### config.mk
export PLATFORM = sky130hd
export DESIGN_NAME = touch_button_output_logic
export DESIGN_NICKNAME = d
export VERILOG_FILES = /design/src/touch_pkg.sv /design/src/chan_if.sv /design/src/touch_debounce.sv /design/src/touch_button_output_logic.sv
export VERILOG_INCLUDE_DIRS = /design/src
export SDC_FILE = /design/constraint.sdc
export NUM_CORES = 1
export LEC_CHECK = 0
export BUFFER_PORTS_ARGS = -buffer_cell sky130_fd_sc_hd__buf_2
export CAP_MARGIN = 0
export CORE_MARGIN = 5
export CORE_UTILIZATION = 63
export CTS_BUF_LIST = sky130_fd_sc_hd__clkbuf_8
export CTS_CLUSTER_DIAMETER = 100
export CTS_CLUSTER_SIZE = 14
export DETAILED_ROUTE_END_ITERATION = 10
export PLACE_DENSITY = 0.84
export SYNTH_ARGS = -nofsm -noshare
export SYNTH_HDL_FRONTEND = slang
export SYNTH_HIERARCHICAL = 1
export SYNTH_SLANG_ARGS = --single-unit
### constraint.sdc
create_clock -name core_clk -period 6.4 [get_ports core_clk]
set_clock_uncertainty 0.2 [all_clocks]
set_input_delay 0 -clock core_clk [delete_from_list [all_inputs] [get_ports core_clk]]
set_output_delay 0 -clock core_clk [all_outputs]
set_load 0.02 [all_outputs]
### src/touch_cfg.svh
// constants for the touch button output logic
`ifndef TOUCH_CFG_SVH
`define TOUCH_CFG_SVH
`define CLK_HZ            25000000
`define PULSE_MS          5
`define DIAG_NORMAL_MS    350
`define DIAG_HIGH_MS      1000
`define HOLD_STEP_MS      20
`define PULSE_CYC         ((`CLK_HZ / 1000) * `PULSE_MS)
`define DIAG_NORMAL_CYC   ((`CLK_HZ / 1000) * `DIAG_NORMAL_MS)
`define DIAG_HIGH_CYC     ((`CLK_HZ / 1000) * `DIAG_HIGH_MS)
`define HOLD_STEP_CYC     ((`CLK_HZ / 1000) * `HOLD_STEP_MS)
`define CHANNELS          10
`define DEBOUNCE_W        4
`define HOLD_W            8
`define OUT_OFF           1'b1
`define OUT_ON            1'b0
`endif

### src/touch_pkg.sv
// types shared by the touch button output logic
package touch_pkg;
  typedef enum logic [1:0] {
    DIAG_WAIT  = 2'b00,
    DIAG_PULSE = 2'b01,
    DIAG_DONE  = 2'b10
  } diag_state_t;
  typedef logic [9:0] chan_vec_t;
endpackage : touch_pkg

### src/chan_if.sv
// per channel state carried between the top and the channel slice
`timescale 1ns/1ns
interface chan_if;
  logic touchRaw;
  logic scanTick;
  logic chanEnable;
  logic toggleEn;
  logic [3:0] debounceCnt;
  logic pressed;
  logic rise;
  modport top (output touchRaw, output scanTick, output chanEnable, output toggleEn, output debounceCnt,
               input pressed, input rise);
  modport chan (input touchRaw, input scanTick, input chanEnable, input toggleEn, input debounceCnt,
                output pressed, output rise);
endinterface : chan_if

### src/touch_debounce.sv
// debounce slice for one touch input channel
`timescale 1ns/1ns
`include "touch_cfg.svh"
module touch_debounce (
  input wire logic core_clk,
  input wire logic rst,
  chan_if.chan     ch
);
  logic [`DEBOUNCE_W-1:0] cnt_ff;
  logic                   pressed_ff;
  logic                   rise_ff;

  assign ch.pressed = pressed_ff;
  assign ch.rise    = rise_ff;

  // consecutive scan count while touched
  always_ff @(posedge core_clk or posedge rst) begin
    if (rst) begin
      cnt_ff <= '0;
    end else if (!ch.chanEnable || !ch.touchRaw) begin
      cnt_ff <= '0; // grounded channel never counts
    end else if (ch.scanTick && cnt_ff != ch.debounceCnt) begin
      cnt_ff <= cnt_ff + 1'b1;
    end
  end

  // reported state and new touch pulse
  always_ff @(posedge core_clk or posedge rst) begin
    if (rst) begin
      pressed_ff <= 1'b0;
      rise_ff    <= 1'b0;
    end else begin
      rise_ff <= 1'b0;
      if (!ch.chanEnable || !ch.touchRaw) begin
        pressed_ff <= 1'b0;
      end else if (ch.scanTick && !pressed_ff && (cnt_ff + 1'b1 >= ch.debounceCnt || ch.debounceCnt == '0)) begin
        pressed_ff <= 1'b1; // on after the set number of scans
        rise_ff    <= 1'b1;
      end
    end
  end
endmodule : touch_debounce

### src/touch_button_output_logic.sv
// output side of the ten channel touch button controller
// Operation
// - ten touch input channels, each with its own button output pin
// - grounded touch input is a disabled channel and reports no touch
// - each button output follows its channel touch state without host
// - button outputs are active low: low when on, high when off
// - failed self test gives one 5 ms pulse after 350 or 1000 ms
// - with toggle, each new touch inverts the output, held after release
// - toggle is enabled per channel
// - host driven outputs take levels only from host writes
// - attention line flags button status changes to the host
// - every touch latched in status until the host reads it
// - audio driver output active on touch when buzzer enabled
// - touch must persist for a set number of scans before on
// - release hold time not applied to toggle channels
// - active high reset clears the whole block
// - each audio pin is buzzer driver or host output by setting
`timescale 1ns/1ns
`include "touch_cfg.svh"
module touch_button_output_logic #(
  parameter int CHANNELS        = `CHANNELS,
  parameter int DIAG_NORMAL_CYC = `DIAG_NORMAL_CYC,
  parameter int DIAG_HIGH_CYC   = `DIAG_HIGH_CYC,
  parameter int PULSE_CYC       = `PULSE_CYC,
  parameter int HOLD_STEP_CYC   = `HOLD_STEP_CYC,
  parameter int SCAN_CYC        = 250,
  parameter int BUZZ_DIV        = 6250
) (
  input  wire logic                core_clk,
  input  wire logic                rst,
  input  wire touch_pkg::chan_vec_t touchInputChannel,
  input  wire touch_pkg::chan_vec_t channelEnable,
  input  wire touch_pkg::chan_vec_t toggleEnable,
  input  wire touch_pkg::chan_vec_t diagFail,
  input  wire logic                highNoiseImmunity,
  input  wire logic [3:0]          debounceCount,
  input  wire logic [7:0]          releaseHoldTime,
  input  wire logic                buzzerEnable,
  input  wire logic [1:0]          audioPinIsHost,
  input  wire logic [1:0]          hostAudioLevel,
  input  wire logic                hostWrite0,
  input  wire logic                hostWrite1,
  input  wire logic                hostWriteLevel,
  input  wire logic                statusRead,
  output touch_pkg::chan_vec_t     buttonOutputPin,
  output touch_pkg::chan_vec_t     latchedStatus,
  output touch_pkg::chan_vec_t     buttonState,
  output logic                     hostDrivenOutput0,
  output logic                     hostDrivenOutput1,
  output logic                     audioDriverOut0,
  output logic                     audioDriverOut1,
  output logic                     attentionOut
);
  import touch_pkg::*;

  diag_state_t  diagState_ff;
  logic [31:0]  diagCnt_ff;
  logic [31:0]  scanCnt_ff;
  logic         scanTick_ff;
  logic [31:0]  holdCnt_ff;
  logic [7:0]   holdSteps_ff;
  logic [3:0]   holdChan_ff;
  logic         holdActive_ff;
  logic [31:0]  buzzCnt_ff;
  logic         buzzPhase_ff;
  chan_vec_t    toggle_ff;
  chan_vec_t    pressed;
  chan_vec_t    rise;
  chan_vec_t    prevPressed_ff;
  chan_vec_t    btnOut_ff;
  chan_vec_t    status_ff;
  chan_vec_t    state_ff;
  logic         attn_ff;
  logic         host0_ff;
  logic         host1_ff;
  logic         aud0_ff;
  logic         aud1_ff;
  logic         diagPulse;
  logic         anyPressed;
  chan_vec_t    falls;
  chan_vec_t    onLevel;
  logic [3:0]   holdPick;
  logic         holdStart;

  // one debounce slice per channel
  generate
    for (genvar i = 0; i < CHANNELS; i++) begin : g_chan
      chan_if cif ();
      assign cif.touchRaw    = touchInputChannel[i];
      assign cif.scanTick    = scanTick_ff;
      assign cif.chanEnable  = channelEnable[i] && diagState_ff == DIAG_DONE;
      assign cif.toggleEn    = toggleEnable[i];
      assign cif.debounceCnt = debounceCount;
      assign pressed[i]      = cif.pressed;
      assign rise[i]         = cif.rise;
      touch_debounce u_deb (
        .core_clk (core_clk),
        .rst      (rst),
        .ch       (cif)
      );
    end
  endgenerate

  // shared combinational terms
  assign diagPulse  = diagState_ff == DIAG_PULSE;
  assign anyPressed = |pressed;
  assign falls      = prevPressed_ff & ~pressed & ~toggleEnable;
  assign holdStart  = |falls && releaseHoldTime != '0;

  // newest release picked for the hold, highest channel on a tie
  always_comb begin
    holdPick = '0;
    for (int k = 0; k < CHANNELS; k++) begin
      if (falls[k]) begin
        holdPick = 4'(k);
      end
    end
  end

  // scan rate enable
  always_ff @(posedge core_clk or posedge rst) begin
    if (rst) begin
      scanCnt_ff  <= '0;
      scanTick_ff <= 1'b0;
    end else begin
      scanTick_ff <= scanCnt_ff == 32'(SCAN_CYC - 1);
      scanCnt_ff  <= (scanCnt_ff == 32'(SCAN_CYC - 1)) ? '0 : scanCnt_ff + 1'b1;
    end
  end

  // power-up diagnostic timing
  always_ff @(posedge core_clk or posedge rst) begin
    if (rst) begin
      diagState_ff <= DIAG_WAIT;
      diagCnt_ff   <= '0;
    end else begin
      unique case (diagState_ff)
        DIAG_WAIT: begin
          if (diagCnt_ff == 32'((highNoiseImmunity ? DIAG_HIGH_CYC : DIAG_NORMAL_CYC) - 1)) begin
            diagState_ff <= DIAG_PULSE; // start after 350 or 1000 ms
            diagCnt_ff   <= '0;
          end else begin
            diagCnt_ff <= diagCnt_ff + 1'b1;
          end
        end
        DIAG_PULSE: begin
          if (diagCnt_ff == 32'(PULSE_CYC - 1)) begin
            diagState_ff <= DIAG_DONE; // one 5 ms pulse
            diagCnt_ff   <= '0;
          end else begin
            diagCnt_ff <= diagCnt_ff + 1'b1;
          end
        end
        DIAG_DONE: diagCnt_ff <= '0;
        default:   diagState_ff <= DIAG_WAIT;
      endcase
    end
  end

  // toggle state per channel
  always_ff @(posedge core_clk or posedge rst) begin
    if (rst) begin
      toggle_ff <= '0; // all off after reset
    end else begin
      toggle_ff <= toggle_ff ^ (rise & toggleEnable);
    end
  end

  // release hold for the last released non toggle button
  always_ff @(posedge core_clk or posedge rst) begin
    if (rst) begin
      prevPressed_ff <= '0;
      holdActive_ff  <= 1'b0;
      holdChan_ff    <= '0;
      holdSteps_ff   <= '0;
      holdCnt_ff     <= '0;
    end else begin
      prevPressed_ff <= pressed;
      if (holdStart) begin
        holdActive_ff <= 1'b1; // toggle channels excluded
        holdSteps_ff  <= releaseHoldTime;
        holdCnt_ff    <= '0;
        holdChan_ff   <= holdPick;
      end else if (|falls) begin
        holdActive_ff <= 1'b0;
      end else if (holdActive_ff) begin
        if (holdCnt_ff == 32'(HOLD_STEP_CYC - 1)) begin
          holdCnt_ff   <= '0;
          holdSteps_ff <= holdSteps_ff - 1'b1;
          if (holdSteps_ff == 8'h01) begin
            holdActive_ff <= 1'b0;
          end
        end else begin
          holdCnt_ff <= holdCnt_ff + 1'b1;
        end
      end
    end
  end

  // considered on level per channel; a fresh release bridges into the hold with no off gap
  always_comb begin
    for (int k = 0; k < CHANNELS; k++) begin
      if (!channelEnable[k]) begin
        onLevel[k] = 1'b0;
      end else if (toggleEnable[k]) begin
        onLevel[k] = toggle_ff[k];
      end else begin
        onLevel[k] = pressed[k] || (holdActive_ff && holdChan_ff == 4'(k))
                     || (holdStart && holdPick == 4'(k));
      end
    end
  end

  // button output pins, active low
  always_ff @(posedge core_clk or posedge rst) begin
    if (rst) begin
      btnOut_ff <= {CHANNELS{`OUT_OFF}};
      state_ff  <= '0;
    end else begin
      state_ff  <= onLevel;
      for (int k = 0; k < CHANNELS; k++) begin
        if (diagPulse) begin
          btnOut_ff[k] <= diagFail[k] ? `OUT_ON : `OUT_OFF;
        end else if (!channelEnable[k]) begin
          btnOut_ff[k] <= `OUT_OFF;
        end else begin
          btnOut_ff[k] <= onLevel[k] ? `OUT_ON : `OUT_OFF;
        end
      end
    end
  end

  // latched touch status, set wins over read clear
  always_ff @(posedge core_clk or posedge rst) begin
    if (rst) begin
      status_ff <= '0;
    end else begin
      status_ff <= (statusRead ? '0 : status_ff) | rise;
    end
  end

  // attention on any status change
  always_ff @(posedge core_clk or posedge rst) begin
    if (rst) begin
      attn_ff <= 1'b0;
    end else begin
      attn_ff <= (attn_ff && !statusRead) || (onLevel != state_ff);
    end
  end

  // host driven outputs change only on host write
  always_ff @(posedge core_clk or posedge rst) begin
    if (rst) begin
      host0_ff <= 1'b0;
      host1_ff <= 1'b0;
    end else begin
      if (hostWrite0) begin
        host0_ff <= hostWriteLevel;
      end
      if (hostWrite1) begin
        host1_ff <= hostWriteLevel;
      end
    end
  end

  // buzzer tone divider
  always_ff @(posedge core_clk or posedge rst) begin
    if (rst) begin
      buzzCnt_ff   <= '0;
      buzzPhase_ff <= 1'b0;
    end else if (buzzCnt_ff == 32'(BUZZ_DIV - 1)) begin
      buzzCnt_ff   <= '0;
      buzzPhase_ff <= ~buzzPhase_ff;
    end else begin
      buzzCnt_ff <= buzzCnt_ff + 1'b1;
    end
  end

  // audio pins, buzzer or host output
  always_ff @(posedge core_clk or posedge rst) begin
    if (rst) begin
      aud0_ff <= 1'b0;
      aud1_ff <= 1'b0;
    end else begin
      aud0_ff <= audioPinIsHost[0] ? hostAudioLevel[0]
                                   : (buzzerEnable && anyPressed && buzzPhase_ff);
      aud1_ff <= audioPinIsHost[1] ? hostAudioLevel[1]
                                   : (buzzerEnable && anyPressed && !buzzPhase_ff);
    end
  end

  // outputs straight from their registers
  assign buttonOutputPin   = btnOut_ff;
  assign latchedStatus     = status_ff;
  assign buttonState       = state_ff;
  assign hostDrivenOutput0 = host0_ff;
  assign hostDrivenOutput1 = host1_ff;
  assign audioDriverOut0   = aud0_ff;
  assign audioDriverOut1   = aud1_ff;
  assign attentionOut      = attn_ff;
endmodule : touch_button_output_logic

; ---- Word-level counts from Yosys, hierarchy flattened
; Index checks and enable logic that the tools add are counted.
[totals]
reg_bits = 260
inputBits = 64
output_inout_bits = 35
elab_cells = 450
[op_classes]
addsub = 16
order_cmp = 10
n_eq_ne = 40
n_mux = 154
bitwise_logic = 9
reduce_logical = 171
[op_table]
columns = op, count
row1 = two-way mux 32 bit, 8
row2 = adder 32 x 1 -> 32 bit (second input constant), 4
row3 = two-way mux 4 bit, 28
row4 = two-way mux 1 bit, 108
row5 = case mux 32 bit (3 select lines), 1
row6 = logical AND 1 bit, 65
row7 = nonzero test 2 bit, 22
row8 = logical OR 1 bit, 41
row9 = adder 4 x 1 -> 4 bit (second input constant), 10
row10 = greater-or-equal comparator 4 bit, 10
row11 = != test 4 bit, 10
row12 = == test 32 x 13 -> 1 bit (second input constant), 1
row13 = == test 32 x 17 -> 1 bit (second input constant), 1
row14 = == test 32 x 19 -> 1 bit (second input constant), 1
row15 = == test 32 bit, 1
row16 = == test 32 x 8 -> 1 bit (second input constant), 1
row17 = == test 4 x 3 -> 1 bit (second input constant), 8
row18 = logical NOT 1 bit, 32
row19 = two-way mux 8 bit, 4
row20 = AND 10 bit, 3
row21 = subtractor 25 x 1 -> 26 bit (second input constant), 1
row22 = two-way mux 25 bit, 1
row23 = NOT 10 bit, 2
row24 = OR reduction 10 bit, 2
row25 = other kinds (22), 35

; ---- Logic depth before layout (Yosys ltp)
[logic_depth]
depth_word = 20
ltp_mapped = 9
ltp_nobuf = 8

; ---- Modules after synthesis
; The synthesis kept the hierarchy.
[by_module_without_submodules]
columns = module, instances, cells_each, area_per_inst_um2, seq_area_each_um2
row1 = touch_button_output_logic, 1, 1002, 9913.3, 5017.3
row2 = touch_debounce, 10, 43, 427.9, 150.1

; ---- Worst setup path after synthesis
; OpenSTA, ideal clock, no wires.
[synth_path]
path_type = register to register
start = register diagCnt_ff[23]
end = register diagCnt_ff[0]
setup_time_ns = 0.118
arrival_ns = 2.381
required_time_ns = 6.082
path_slack_ns = 3.701
stages_incl_launch_ff = 10
path_buffers = 2
synth_period_minus_slack_ns = 2.699
path_cell_list = dfrtp_1 buf_6 or4b_1 or4_1 o41ai_2 nand2_1 o21a_2 buf_6 nor3b_1 a21o_1
[synth_between]
elab_chain_len = 3
word_cells_on_any_way = 5
classes_between = eq/ne: 2 / mux: 3
[synth_rtl]
columns = item, line
row1 = "start, declared", touch_button_output_logic.sv:57  ; logic [31:0] diagCnt_ff;
row2 = "start signal, assigned", touch_button_output_logic.sv:143  ; diagCnt_ff <= diagCnt_ff + 1'b1;
row3 = "start signal, assigned", touch_button_output_logic.sv:151  ; diagCnt_ff <= diagCnt_ff + 1'b1;
row4 = == test 32 x 17 -> 1 bit or == test 32 bit (tied branches), "touch_button_output_logic.sv:147, touch_button_output_logic.sv:139"
row5 = two-way mux 32 bit (on tied branches), "touch_button_output_logic.sv:147, touch_button_output_logic.sv:139"
row6 = case mux 32 bit (3 select lines) (*), touch_button_output_logic.sv:137  ; unique case (diagState_ff)
; Every way passes the cells marked *; elsewhere a longest branch is shown, timed or not.
; A chain may end at the register's enable or synchronous reset.

; ---- Worst setup path after layout
[layout_path]
start = register g_chan[6].u_deb.pressed_ff
end = register btnOut_ff[6], in the netlist buttonOutputPin[6]
[layout_between]
elab_chain_len = 15
word_cells_on_any_way = 18
classes_between = eq/ne: 1 / mux: 9 / bitwise: 3 / reduce/logical: 5
[layout_rtl]
columns = item, line
row1 = "start, declared", touch_debounce.sv:10  ; logic pressed_ff;
row2 = "start signal, assigned", touch_debounce.sv:30  ; pressed_ff <= 1'b0;
row3 = "start signal, assigned", touch_debounce.sv:35  ; pressed_ff <= 1'b0;
row4 = "start signal, assigned", touch_debounce.sv:37  ; pressed_ff <= 1'b1;
row5 = NOT 10 bit, touch_button_output_logic.sv:107  ; assign falls = prevPressed_ff & ~pressed & ~toggleEnable;
row6 = AND 10 bit (2 in a row), touch_button_output_logic.sv:107
row7 = two-way mux 4 bit (4 in a row), touch_button_output_logic.sv:114  ; if (falls[k]) begin
row8 = == test 4 x 3 -> 1 bit, touch_button_output_logic.sv:209  ; || (holdStart && holdPick == 4'(k));
row9 = logical AND 1 bit, touch_button_output_logic.sv:209
row10 = logical OR 1 bit (*), touch_button_output_logic.sv:209
row11 = two-way mux 1 bit (*), touch_button_output_logic.sv:205  ; end else if (toggleEnable[k]) begin
row12 = two-way mux 1 bit (*), touch_button_output_logic.sv:203  ; if (!channelEnable[k]) begin
row13 = net onLevel[6], touch_button_output_logic.sv:81  ; chan_vec_t onLevel;
row14 = two-way mux 1 bit (no source line) (*), n/a
row15 = two-way mux 1 bit (*), touch_button_output_logic.sv:224  ; end else if (!channelEnable[k]) begin
row16 = two-way mux 1 bit (*), touch_button_output_logic.sv:222  ; if (diagPulse) begin
row17 = "end signal, assigned by index", touch_button_output_logic.sv:223  ; btnOut_ff[k] <= diagFail[k] ? `OUT_ON : `OUT_OFF;
row18 = "end signal, assigned by index", touch_button_output_logic.sv:225  ; btnOut_ff[k] <= `OUT_OFF;
row19 = "end signal, assigned by index", touch_button_output_logic.sv:227  ; btnOut_ff[k] <= onLevel[k] ? `OUT_ON : `OUT_OFF;
row20 = "end, declared", touch_button_output_logic.sv:70  ; chan_vec_t btnOut_ff;
; Mark *: on every way through the listed nets, which the timed path passes. The rest lies on a longest branch.

==> impl_metrics.yaml <==
cts:
  post_cts_buffers: 0
  clock_latency_ns: 0.58
  ctsHoldBuffers: 100
  cts_resized: 0
  clock_path_buffers: 3
  cts_buffers: 22
  clk_pin_slew_worst_paths_ns: 0.10
  cts_tree: "yes"
  clock-sinks: 260
  h-tree-depth: 1
  cts-root-buf: "clkbuf_8"
worst_hold_path:
  hold_start: "hostWrite0"
  hold_path.class: "in -> reg"
  holdPathEnd: "hostDrivenOutput0"
  min_path_cells: 3
global_route:
  grt_pass1_vias: 12265
  grt_use_total_pct: 27.7
  grt_max_degree: 135
  use_met2_pct: 46.5
  met1_usage_pct: 36.2
  antenna_found_initial: 1
  met3_usage_pct: 4.88
  grt-busiest-layer: "met2"
  grt-ovfl-total: 0
  grt_pass1_wl_um: 59900
die:
  die_w_um: 160
  start_util_pct: 63.3
  rows: 55
  io_pins: 99
  dieArea_um2: 25600
  fp.coreArea_um2: 22400
  die_y_um: 160
synth:
  ys_ff_latch: 260
  synth_compound_area_share_pct: 10.9
  synth_top_area_share_pct: 44.1
  ys_warn_count: 6
  synth_area_leaders: "dfrtp_1, xor2_1, ha_1"
  syn_area_um2: 14200
  synth_top_family_by_area: "simple AND/OR/NAND/NOR gates"
  synth_fa_ha_area_share_pct: 5.55
  ys_seq_area_share_pct: 45.9
  synth_top_cell_by_area: "dfrtp_1"
  yosys.area_share.simple_pct: 21.1
  ys_types: 64
  synth-edff-count: 0
  async_reset_ff_share_pct: 100
  netlist_instances: 1432
  muxShareOfSynthArea_pct: 2.04
  syn_area_per_cell_um2: 9.91
  synth_flop_cell: "dfrtp_1"
  synth-xor-area-share_pct: 11.5
  synth_nets: 1559
place:
  gp_congestion: 0.944
  io_buffer_count: 98
  dp_hpwl_um: 23600
  placed_cells: 1799
job:
  cap_violations: 0
sta:
  tightest_slew_ns: 0.982
  fmax_mhz: 304
  drv_slew: 0
  setup_viol: 0
  rsz0062_at_grt: "no"
  relSlewSlack_pct: 34.5
  tns_ns: 0
  period_share_pct: 51.4
  period_minus_slack_ns: 3.29
  hold_violations: 0
outcome:
  outcome: "completed"
finish:
  final_cell_mix: "dfrtp_1, nor2_1, xor2_1, dlygate4sd3_1, buf_2"
  post-route-util_pct: 72.9
  final-instance-count-excl-fill: 1938
  final_layout_size_suffix_gt1_share_pct: 10.0
  syn2layout_area_growth_pct: 15.2
  final_common_cell: "dfrtp_1"
  final_nets: 1765
critical_path:
  crit-reg2reg-launch: "g_chan[6].u_deb/ch.pressed"
  reg2reg_slack_ns: 3.11
  r2r-end: "buttonOutputPin[6]"
  cp-start-kind: "flop"
  reg2regPathDepth: 7
  crit_path_end_kind: "flop"
  arrival_ns: 3.56
  cp_max_fo: 7
  crit_type: "reg -> reg"
  required_ns: 6.67
drt:
  via_count: 11786
  drc: 0
  drtIter0Drc: 954
  routed_wl_um: 35400
  wl_per_cell_um: 18.3
  final_antenna_net_count: 0
  drt_first_pass_iters: 6
  viasPerCell: 6.08
power_and_ir_drop:
  ir_drop_mv: 0.200
  power.density_nw_per_um2: 169
  p_leak_nw: 7.76
layer usage:
metal  vias to the layer above  share of wire [%]
li1                       5479                  -
met1                      5764                 41
met2                       449                 48
met3                        94                6.7
met4                         0                3.5
met5                         -                  0
metrics by stage:
step / power [W] / instance area (µm²) / hold WS [ns] / setup WS, ns
after floorplan: 0.00178 / 14200 / -0.409 / 0.763
after CTS: 0.00277 / 16400 / 0.000170 / 3.15
final: 0.00276 / 16400 / 0.0398 / 3.11
after detailed placement: 0.00186 / 15000 / -0.0744 / 3.33
after global routing: 0.00287 / 16400 / 0.0459 / 2.92
after global placement: 0.00185 / 15000 / -0.0772 / 3.44
Yosys cell counts, types with 5 or more instances:
library cell	instances
dfrtp_1	250
nor3b_1	15
nand4_1	46
nor4_1	31
and4_1	7
clkbuf_1	13
nand3_1	79
xnor2_1	87
a21o_1	27
nand2_1	95
or3_1	29
a21oi_1	59
and2_1	16
dfstp_2	10
o41ai_1	10
nor4b_1	14
and3_1	21
mux2i_1	21
a31oi_1	12
mux2_2	7
inv_1	82
xor2_1	100
nor2b_1	5
nor3_1	37
nor2_1	148
nand2b_1	14
o41ai_4	10
ha_1	63
o21ai_0	60
worst max path at each step:
| stage | startpoint | to | slack (ns) | cells after the start |
|---|---|---|---|---|
| after floorplan | rst | attentionOut | 0.76 | 1 |
| after global placement | g_chan[6].u_deb/ch.pressed | holdCnt_ff[8] | 3.44 | 6 |
| after detailed placement | g_chan[7].u_deb/ch.pressed | holdCnt_ff[12] | 3.33 | 6 |
| after CTS | g_chan[6].u_deb/ch.pressed | buttonOutputPin[6] | 3.15 | 7 |
| after global routing | g_chan[6].u_deb/ch.pressed | holdCnt_ff[21] | 2.92 | 6 |
| final | g_chan[6].u_deb/ch.pressed | buttonOutputPin[6] | 3.11 | 7 |
critical path, cell delays in order, from the launching register on:
cell	delay, ns
dfrtp_1	0.47
or3b_2	0.49
a221o_1	0.35
a22oi_1	0.48
nand2b_1	0.15
a21oi_1	0.31
mux2i_1	0.13
dlygate4sd3_1	0.61
where the power goes:
group	total, W	internal (W)	switching, W	leakage [nW]
sequential	0.00166	0.00165	0.00000585	3.53
combinational	0.000208	0.0000791	0.000129	3.98
clock	0.000896	0.000335	0.000560	0.244
total	0.00276	0.00206	0.000696	7.76
cell type report:
type	instances	area, µm²
Timing Repair Buffer	201	1510
Tap cell	285	357
Inverter	82	315
Sequential cell	260	6520
Multi-Input combinational cell	1071	7270
Fill cell	1566	6080
Clock inverter	15	61.3
Clock buffer	23	317
Antenna cell	1	2.50
sequential cells by signal (all words and copies together), names as in the netlist, 32 cells and up:
register and flops:
g_chan.u_deb/cnt_ff 40, buzzCnt_ff 32, diagCnt_ff 32, holdCnt_ff 32, scanCnt_ff 32
logic make-up (layout without fill, tap and decap cells):
kind of cell | count (synthesis) | in the layout
AOI/OAI and AO/OA | 213 | 213
xor gates and xnor gates | 187 | 187
adders and majority gates | 63 | 63
buffers and inverters | 101 | 321
DFF | 260 | 260
muxes | 28 | 28
other | 0 | 1
and+or+nand+nor | 580 | 580
Note: power is estimated with default switching activity, not from simulation.
